[config.mk]
export PLATFORM = sky130hd
export DESIGN_NAME = dcp_pwm_delatch
export DESIGN_NICKNAME = d
export VERILOG_FILES = /design/src/common/dcp_pkg.sv /design/src/dcp_modulator.sv /design/src/dcp_pwm_delatch.sv
export VERILOG_INCLUDE_DIRS = /design/src /design/src/common
export SDC_FILE = /design/constraint.sdc
export NUM_CORES = 1
export LEC_CHECK = 0
export ABC_AREA = 1
export BUFFER_PORTS_ARGS = -buffer_cell sky130_fd_sc_hd__buf_4
export CAP_MARGIN = 10
export CORE_UTILIZATION = 50
export CTS_CLUSTER_SIZE = 20
export DETAILED_ROUTE_END_ITERATION = 7
export GPL_ROUTABILITY_DRIVEN = 0
export HOLD_SLACK_MARGIN = 0.03
export PLACE_DENSITY = 0.71
export SLEW_MARGIN = 10
export SYNTH_ARGS = -nofsm -noshare
export SYNTH_HDL_FRONTEND = slang
export SYNTH_SLANG_ARGS = --single-unit
export TNS_END_PERCENT = 10
[constraint.sdc]
create_clock -name clk -period 3.5 [get_ports clk]
set_clock_uncertainty 0.1 [all_clocks]
set_input_delay 0.525 -clock clk [delete_from_list [all_inputs] [get_ports clk]]
set_output_delay 0.525 -clock clk [all_outputs]
set_load 0.05 [all_outputs]
[src/common/dcp_regs.svh]
// timing counts and widths for the dual pwm / delatch block
// assumes inclusion by bare name; definitions only
`ifndef DCP_REGS_SVH
`define DCP_REGS_SVH
`define DCP_CLK_MHZ 100
`define DCP_DUTY_W 8
`define DCP_DUTY_FULL 8'hff
`define DCP_DLY_W 3
`define DCP_DLY_STEP 32
`define DCP_DLY_CNT_W 8
`define DCP_CSB_MIN_NS 1000
`define DCP_CSB_MAX_NS 40000
`define DCP_CSB_MIN_CYC ((`DCP_CSB_MIN_NS * `DCP_CLK_MHZ + 999) / 1000)
`define DCP_CSB_MAX_CYC ((`DCP_CSB_MAX_NS * `DCP_CLK_MHZ) / 1000)
`define DCP_CAL_W 16
`define DCP_INT_DIV_DEF 16'h0064
`define DCP_EXT_MIN_CYC 16'h0004
`define DCP_EXT_MAX_CYC 16'h4000
`define DCP_RETRY_W 4
`endif

[src/common/dcp_pkg.sv]
// types shared by the pwm / delatch block
// assumes dcp_regs.svh constants are used by the design files
package dcp_pkg;
  // per channel configuration handed to the modulator
  typedef struct packed {
    logic on_bit;
    logic [7:0] duty;
    logic [2:0] delay;
    logic clock_int;
    logic prescale_double;
    logic mod_en;
  } dcp_chan_cfg_t;

  typedef struct packed {
    logic oc;
    logic sc;
    logic ot;
  } dcp_latchable_t;

  typedef enum logic [1:0] {
    DCP_IDLE = 2'b00,
    DCP_DELAY = 2'b01,
    DCP_RUN = 2'b11
  } dcp_mod_st_t;

  typedef enum logic [1:0] {
    DCP_CAL_OFF = 2'b00,
    DCP_CAL_ARMED = 2'b01,
    DCP_CAL_MEAS = 2'b11
  } dcp_cal_st_t;
endpackage : dcp_pkg

[src/dcp_modulator.sv]
// one channel modulator: switch-on delay, 8-bit period counter, duty compare
// assumes tick pulses mark one selected clock period, synchronous to clk
`timescale 1ns/1ps
`include "dcp_regs.svh"
module dcp_modulator (
  input wire logic clk,
  input wire logic srst,
  input wire dcp_pkg::dcp_chan_cfg_t cfg,
  input wire logic tick,
  output logic pwm_out
);
  typedef struct packed {
    dcp_pkg::dcp_mod_st_t st;
    logic [`DCP_DLY_CNT_W-1:0] dly;
    logic [`DCP_DUTY_W-1:0] cnt;
    logic out;
  } dcp_mod_state_t;

  dcp_mod_state_t cur;
  dcp_mod_state_t next_cur;

  // ************************************************************
  // modulator sequencing
  // ************************************************************
  // delay counts 32*value ticks before the first period starts
  always_comb begin
    next_cur = cur;
    if (!cfg.mod_en) begin
      next_cur.st = dcp_pkg::DCP_IDLE;
      next_cur.cnt = '0;
      next_cur.dly = '0;
    end else begin
      unique case (cur.st)
        dcp_pkg::DCP_IDLE: begin
          next_cur.dly = {cfg.delay, 5'h00};
          next_cur.st = (cfg.delay == 3'h0) ? dcp_pkg::DCP_RUN : dcp_pkg::DCP_DELAY;
        end
        dcp_pkg::DCP_DELAY: begin
          if (tick) begin
            next_cur.dly = cur.dly - 8'h01;
            if (cur.dly == 8'h01) begin
              next_cur.st = dcp_pkg::DCP_RUN;
            end
          end
        end
        dcp_pkg::DCP_RUN: begin
          if (tick) begin
            next_cur.cnt = cur.cnt + 8'h01;
          end
        end
        default: next_cur.st = dcp_pkg::DCP_IDLE;
      endcase
    end
    // off when on bit low; full on at ff or with mod_en low; else on in run while counter <= duty
    if (!cfg.on_bit) begin
      next_cur.out = 1'b0;
    end else if (!cfg.mod_en || cfg.duty == `DCP_DUTY_FULL) begin
      next_cur.out = 1'b1;
    end else begin
      next_cur.out = (next_cur.st == dcp_pkg::DCP_RUN) &&
                     (next_cur.cnt <= cfg.duty);
    end
  end

  always_ff @(posedge clk) begin
    if (srst) begin
      cur <= '0;
    end else begin
      cur <= next_cur;
    end
  end

  assign pwm_out = cur.out;
endmodule : dcp_modulator

[src/dcp_pwm_delatch.sv]
// dual channel pwm generation, clock selection and monitoring, calibration,
// fault delatching and parallel-mode mirroring.
// assumes all inputs synchronous to clk; fault detectors and spi decode live
// outside and present decoded bits and one-cycle event pulses here.
`timescale 1ns/1ps
`include "dcp_regs.svh"
module dcp_pwm_delatch (
  input wire logic clk,
  input wire logic srst,
  input wire logic power_on_evt,
  input wire logic parallel,
  input wire logic fail_safe,
  input wire logic fault_mode,
  input wire logic [1:0] direct_in,
  input wire logic [1:0] direct_dis,
  input wire dcp_pkg::dcp_chan_cfg_t cfg0,
  input wire dcp_pkg::dcp_chan_cfg_t cfg1,
  input wire logic [2:0] diag_cfg0,
  input wire logic [2:0] diag_cfg1,
  input wire logic [3:0] retry_cnt0,
  input wire logic [3:0] retry_cnt1,
  input wire logic [1:0] retry_reset,
  input wire logic [1:0] retry_running,
  input wire dcp_pkg::dcp_latchable_t flt0,
  input wire dcp_pkg::dcp_latchable_t flt1,
  input wire logic [1:0] retries_exhausted,
  input wire logic [1:0] fault_read,
  input wire logic diag_read,
  input wire logic ext_clock,
  input wire logic cal_cmd,
  input wire logic cs_n,
  output logic [1:0] switch_output,
  output logic fault_status_out_n,
  output logic clock_fail_flag,
  output dcp_pkg::dcp_latchable_t fault_report0,
  output dcp_pkg::dcp_latchable_t fault_report1,
  output logic [2:0] diag_cfg1_eff,
  output logic [3:0] retry_cnt1_eff,
  output logic [1:0] latched,
  output logic reg_reset_pulse,
  output logic [15:0] int_clk_div
);
  typedef struct packed {
    logic [1:0] fc_q;
    logic [1:0] fc_seen_low;
    logic [1:0] latched;
    logic [1:0] force_on;
    dcp_pkg::dcp_latchable_t rep0;
    dcp_pkg::dcp_latchable_t rep1;
    logic fs_q;
    logic ck_q;
    logic [15:0] ck_cnt;
    logic ck_fail;
    logic [15:0] div;
    logic [1:0][15:0] int_cnt;
    logic [1:0] pre;
    dcp_pkg::dcp_cal_st_t cal_st;
    logic [15:0] cal_cnt;
    logic cs_q;
    logic rst_pulse;
  } dcp_top_state_t;

  dcp_top_state_t cur;
  dcp_top_state_t next_cur;
  logic [1:0] fc;
  logic [1:0] tick;
  logic [1:0] pwm;
  logic [1:0] delatch;
  logic ext_rise;
  logic ext_ok;
  dcp_pkg::dcp_chan_cfg_t eff0;
  dcp_pkg::dcp_chan_cfg_t eff1;
  dcp_pkg::dcp_chan_cfg_t mod_cfg [2];
  dcp_pkg::dcp_latchable_t flt_any;

  // ************************************************************
  // parallel mirroring and fault control
  // ************************************************************
  // in parallel mode bank 1 is bank 0; diagnostic bits stay per channel
  always_comb begin
    eff0 = cfg0;
    eff1 = parallel ? cfg0 : cfg1;
    diag_cfg1_eff = diag_cfg1;
    retry_cnt1_eff = parallel ? retry_cnt0 : retry_cnt1;
    flt_any = flt0 | flt1;
  end

  // direct input counts unless disabled, or spi on bit
  assign fc[0] = (direct_in[0] && !direct_dis[0]) || eff0.on_bit;
  assign fc[1] = (direct_in[1] && !direct_dis[1]) || eff1.on_bit;
  assign ext_rise = ext_clock && !cur.ck_q;
  assign ext_ok = !cur.ck_fail;

  // ************************************************************
  // clock ticks per channel
  // ************************************************************
  // external edges pass through an optional divide-by-two prescaler
  genvar gi;
  generate
    for (gi = 0; gi < 2; gi++) begin : g_chan
      dcp_pkg::dcp_chan_cfg_t c;
      assign c = (gi == 0) ? eff0 : eff1;
      always_comb begin
        if (c.clock_int) begin
          tick[gi] = (cur.int_cnt[gi] == 16'h0000);
        end else begin
          tick[gi] = ext_ok && ext_rise && (!c.prescale_double || cur.pre[gi]);
        end
        mod_cfg[gi] = c;
        // a failed external clock leaves the channel on its on bit
        if (!c.clock_int && cur.ck_fail) begin
          mod_cfg[gi].mod_en = 1'b0;
        end
      end
      // one shared edge source keeps both external modulators aligned
      dcp_modulator u_mod (
        .clk(clk),
        .srst(srst),
        .cfg(mod_cfg[gi]),
        .tick(tick[gi]),
        .pwm_out(pwm[gi])
      );
    end
  endgenerate

  // ************************************************************
  // delatch, latching, reports and monitoring
  // ************************************************************
  always_comb begin
    next_cur = cur;
    next_cur.fc_q = fc;
    next_cur.ck_q = ext_clock;
    next_cur.cs_q = cs_n;
    next_cur.fs_q = fail_safe;
    next_cur.rst_pulse = 1'b0;
    // 1-0-1: remember a low, fire on the next rising edge (turn-on)
    for (int i = 0; i < 2; i++) begin
      if (!fc[i]) begin
        next_cur.fc_seen_low[i] = 1'b1;
      end
      delatch[i] = (fc[i] && !cur.fc_q[i] && cur.fc_seen_low[i]) || retry_reset[i];
      if (delatch[i]) begin
        next_cur.fc_seen_low[i] = 1'b0;
      end
    end
    if (parallel) begin
      delatch[1] = delatch[0];
    end
    for (int i = 0; i < 2; i++) begin
      next_cur.force_on[i] = 1'b0;
      if (delatch[i]) begin
        next_cur.latched[i] = 1'b0;
        next_cur.force_on[i] = retry_running[i] && !cur.latched[i];
      end
      // a latch event in the same cycle as a delatch wins
      if (retries_exhausted[i] || (parallel && retries_exhausted[0])) begin
        next_cur.latched[i] = 1'b1;
      end
    end
    // report bits: set wins over read clear; latched bits survive reads
    if (fault_read[0] && !cur.latched[0]) begin
      next_cur.rep0 = '0;
    end
    if (fault_read[1] && !cur.latched[1]) begin
      next_cur.rep1 = '0;
    end
    if (delatch[0]) begin
      next_cur.rep0 = '0;
    end
    if (delatch[1]) begin
      next_cur.rep1 = '0;
    end
    next_cur.rep0 = next_cur.rep0 | (parallel ? flt_any : flt0);
    next_cur.rep1 = next_cur.rep1 | (parallel ? flt_any : flt1);
    // entering fail-safe from fault mode delatches and resets registers
    if (fail_safe && !cur.fs_q && fault_mode) begin
      next_cur.latched = 2'b00;
      next_cur.rst_pulse = 1'b1;
    end
    // in fail-safe only explicit delatch (handled above) or power-on (below) clears latches
    // external clock monitor: period between edges in clk cycles
    if (ext_rise || cur.ck_cnt != 16'hffff) begin
      next_cur.ck_cnt = ext_rise ? 16'h0000 : cur.ck_cnt + 16'h0001;
    end
    for (int i = 0; i < 2; i++) begin
      if (ext_rise) begin
        next_cur.pre[i] = !cur.pre[i];
      end
      next_cur.int_cnt[i] = (cur.int_cnt[i] == 16'h0000) ? cur.div : cur.int_cnt[i] - 16'h0001;
    end
    if ((!eff0.clock_int && eff0.mod_en) || (!eff1.clock_int && eff1.mod_en)) begin
      if ((ext_rise && cur.ck_cnt < `DCP_EXT_MIN_CYC) || cur.ck_cnt > `DCP_EXT_MAX_CYC) begin
        next_cur.ck_fail = 1'b1;
      end else if (diag_read && ext_rise) begin
        next_cur.ck_fail = 1'b0;
      end
    end else if (diag_read) begin
      next_cur.ck_fail = 1'b0;
    end
    // calibration: armed by command, measures next chip-select low pulse
    unique case (cur.cal_st)
      dcp_pkg::DCP_CAL_OFF: begin
        if (cal_cmd) begin
          next_cur.cal_st = dcp_pkg::DCP_CAL_ARMED;
        end
      end
      dcp_pkg::DCP_CAL_ARMED: begin
        if (!cs_n && cur.cs_q) begin
          next_cur.cal_st = dcp_pkg::DCP_CAL_MEAS;
          next_cur.cal_cnt = 16'h0001;
        end
      end
      dcp_pkg::DCP_CAL_MEAS: begin
        if (cs_n) begin
          next_cur.cal_st = dcp_pkg::DCP_CAL_OFF;
          if (cur.cal_cnt >= 16'(`DCP_CSB_MIN_CYC) && cur.cal_cnt <= 16'(`DCP_CSB_MAX_CYC)) begin
            next_cur.div = {8'h00, cur.cal_cnt[15:8]}; // window / 256 rounded down; a tick then comes every div+1 clocks
          end
        end else if (cur.cal_cnt != 16'hffff) begin
          next_cur.cal_cnt = cur.cal_cnt + 16'h0001;
        end
      end
      default: next_cur.cal_st = dcp_pkg::DCP_CAL_OFF;
    endcase
    // power-on clears latches, reports and clock fail, and restores the default divider
    if (power_on_evt) begin
      next_cur.latched = 2'b00;
      next_cur.rep0 = '0;
      next_cur.rep1 = '0;
      next_cur.ck_fail = 1'b0;
      next_cur.div = `DCP_INT_DIV_DEF;
    end
  end

  always_ff @(posedge clk) begin
    if (srst) begin
      cur <= '0;
      cur.div <= `DCP_INT_DIV_DEF;
      cur.fc_q <= 2'b11;
    end else begin
      cur <= next_cur;
    end
  end

  // ************************************************************
  // outputs
  // ************************************************************
  // both off on any latchable fault in parallel; fault pin low while any latch
  assign switch_output[0] = (pwm[0] || cur.force_on[0]) && !cur.latched[0] &&
                            !(|flt0) && !(parallel && |flt_any);
  assign switch_output[1] = (pwm[1] || cur.force_on[1]) && !cur.latched[1] &&
                            !(|flt1) && !(parallel && |flt_any);
  assign fault_status_out_n = !(|cur.latched) && !cur.ck_fail &&
                              !(|flt_any);
  assign clock_fail_flag = cur.ck_fail;
  assign fault_report0 = cur.rep0;
  assign fault_report1 = cur.rep1;
  assign latched = cur.latched;
  assign reg_reset_pulse = cur.rst_pulse;
  assign int_clk_div = cur.div;
endmodule : dcp_pwm_delatch
==> results.yml <==
run_status:
  outcome: "finished, final reports clean"
route:
  vias_per_cell: 5.03
  vias: 7543
  post_drt_wl_per_cell_microns: 12.9
  ant_nets: 0
  first_iter_violations: 442
  first_pass_iters: 5
  wl_microns: 19300
  post-route-drc-count: 0
synth:
  synth-edff-count: 0
  ys_warn_count: 0
  async_reset_ff_share_pct: 0
  synth_flop_cell: "dfxtp_1"
  synth_area_leaders: "dfxtp_1, nand2_1, nor2_1, inv_1, nand3_1"
  syn_area_sq_um: 7880
  synth_cells: 1197
  yosys.area.top_type: "dfxtp_1"
  synth_top_area_share_pct: 33.8
  netlist-cell-type-count: 48
  synth-seq-cells: 133
  yosysSeqAreaShare_pct: 33.8
  avgSynthCellArea_sq_um: 6.58
min_path:
  hold_path.class: "in2reg"
  hold_start: "ext_clock"
  hold_path_depth: 3
  whs_endpoint: "cur[87]"
sta:
  slew_violations: 0
  setup_viol: 0
  rsz0062_at_grt: "false"
  max_freq_mhz: 343
  hold_viol_final: 0
  finalCriticalPeriod_ns: 2.91
  tightest_slew_ns: 0.864
  slew_headroom_pct: 42.3
  min_period_over_period_pct: 83.2
  fin_tns_setup_ns: 0
global_route:
  grt_pass1_vias: 6834
  grt.overflow.total: 0
  grt_max_degree: 26
  antenna_found_initial: 0
  grt_pass1_wl_microns: 32000
  grtUsageTotal_pct: 24.8
clocking:
  clock_sinks: 133
  htreeDepth: 4
  cts-resized-gates: 0
  cts_buffers: 17
  ctsHoldBuffers: 0
  cts.path.max_buffers: 2
  path_clk_slew_ns: 0.06
  cts_setup_buffers: 0
  cts_tree: "yes"
  insertion_delay_ns: 0.43
  root_buffer: "clkbuf_16"
placed_design:
  dpl_cell_area_sq_um: 8590
  hpwl_microns: 14800
  port_buffers: 90
final_layout:
  final_cell_area_sq_um: 9220
  drive_gt1_share_pct: 13.7
  nFillCells: 1540
  final_common_cell: "nand2_1"
  final_cell_mix: "nand2_1, nor2_1, inv_1"
  nNetsFinal: 1378
  syn2layout_area_growth_pct: 17.1
  num_antenna_cells: 0
worst_setup_path:
  start_kind: "flip-flop"
  critPathCaptureType: "flip-flop"
  worstPathRequired_ns: 3.76
  rr_endpoint: "g_chan[0].u_mod.pwm_out"
  worstPathMaxFanout: 11
  path_class: "reg2reg"
  r2r_slack_ns: 0.59
  rr_worst_depth: 18
  cp.arrival_ns: 3.17
  reg2reg_from: "cur[22]"
die:
  die_area_sq_um: 16300
  core_area_sq_um: 15300
  die_y_microns: 128
  fp.dieW_microns: 128
  io_pins: 108
  start_util_pct: 51.4
  rows: 45
pwr:
  p_leak_nw: 4.42
  vdd_drop_max_v: 0.000433
  powerDensity_nw_per_um2: 573
job:
  drv_cap: 0
[worst max-delay path by stage]
| stage | from | to | slack [ns] | depth (start not counted) |
|---|---|---|---|---|
| after CTS | cur[22] | g_chan[0].u_mod.pwm_out | 0.61 | 18 |
| after detailed placement | parallel | g_chan[1].u_mod.pwm_out | 0.61 | 18 |
| after global routing | cur[22] | g_chan[0].u_mod.pwm_out | 0.30 | 18 |
| final | cur[22] | g_chan[0].u_mod.pwm_out | 0.59 | 18 |
| after floorplan | flt0[1] | fault_status_out_n | 0.54 | 3 |
| after global placement | parallel | g_chan[1].u_mod.pwm_out | 0.64 | 15 |
[synth_stat cells, drive strengths merged (10+ instances only)]
cell and number:
nand2 288, nand3 80, buf 36, inv 156, nor2 196, or2 11, nand4 22, xor2 18
ha 30, a21oi 71, o21ai 63, nor3 26, dfxtp 133, xnor2 10
[critical path: stages, from the launching register on]
cell and delay, ns:
dfxtp_1 0.31, inv_1 0.17, ha_1 0.23, nand2_1 0.06, nor2_1 0.17, nand3_2 0.16, nand2_2 0.25, nand2_1 0.09
nand2_1 0.07, nand2_1 0.05, nand3_1 0.12, inv_1 0.06, ha_1 0.28, nand2_1 0.07, nor2_1 0.16, nand4_1 0.10
a21boi_0 0.19, nand2_1 0.08, a21oi_1 0.11
[registers in the layout (all words and copies together), names as in the netlist]
name / count
g_chan.u_mod.pwm_out: 2
cur: 77
fault_report1: 3
fault_report0: 3
reg_reset_pulse: 1
latched: 2
clock_fail_flag: 1
g_chan.u_mod.cur: 36
int_clk_div: 8
[per-stage QoR]
step | cells | power [mW] | setup WS, ns | hold WS [ns] | utilization [%]
CTS | 1499 | 5.30 | 0.607 | 0.210 | 60.2
detailed placement | 1468 | 3.38 | 0.606 | 0.313 | 56.1
global placement | 1468 | 3.35 | 0.639 | 0.307 | 56.1
floorplan | 1204 | 3.06 | 0.535 | 0.297 | -
finish | 1499 | 5.28 | 0.588 | 0.217 | 60.2
global route | 1499 | 5.61 | 0.303 | 0.211 | 60.2
[power by group]
part	leakage, nW	internal (mW)	switching (mW)	total (mW)
combinational	3.03	0.559	0.936	1.49
sequential	1.08	1.71	0.158	1.86
clock	0.309	1.23	0.693	1.92
[per-layer routing]
layer / part of all wire (%) / track usage [%] / vias up
li1: - / - / 3976
met1: 49 / 33.4 / 3380
met2: 45 / 40.4 / 164
met3: 4.4 / 4.65 / 23
met4: 1.2 / 7.21 / 0
met5: 0 / 0 / -
[cell type report]
type | count | area (sq um) | area share [%]
sequential | 133 | 2660 | 28.9
clock inverter | 12 | 178 | 1.93
timing repair buffer | 95 | 713 | 7.74
inverter | 158 | 594 | 6.45
multi-input combinational | 871 | 4360 | 47.2
tap | 211 | 264 | 2.86
clock buffer | 19 | 453 | 4.91
[cells by family after synthesis]
family | after synthesis | share of synthesized area, %
AND/OR/NAND/NOR | 636 | 35.0
buffers and inverters | 200 | 11.2
AO/OA/AOI/OAI | 169 | 12.1
flip-flops | 133 | 33.8
adder cells (fa/ha/maj) | 30 | 4.77
XOR/XNOR | 28 | 3.11
other | 1 | 0.0476
No activity file was read; power rests on OpenSTA's default activity.
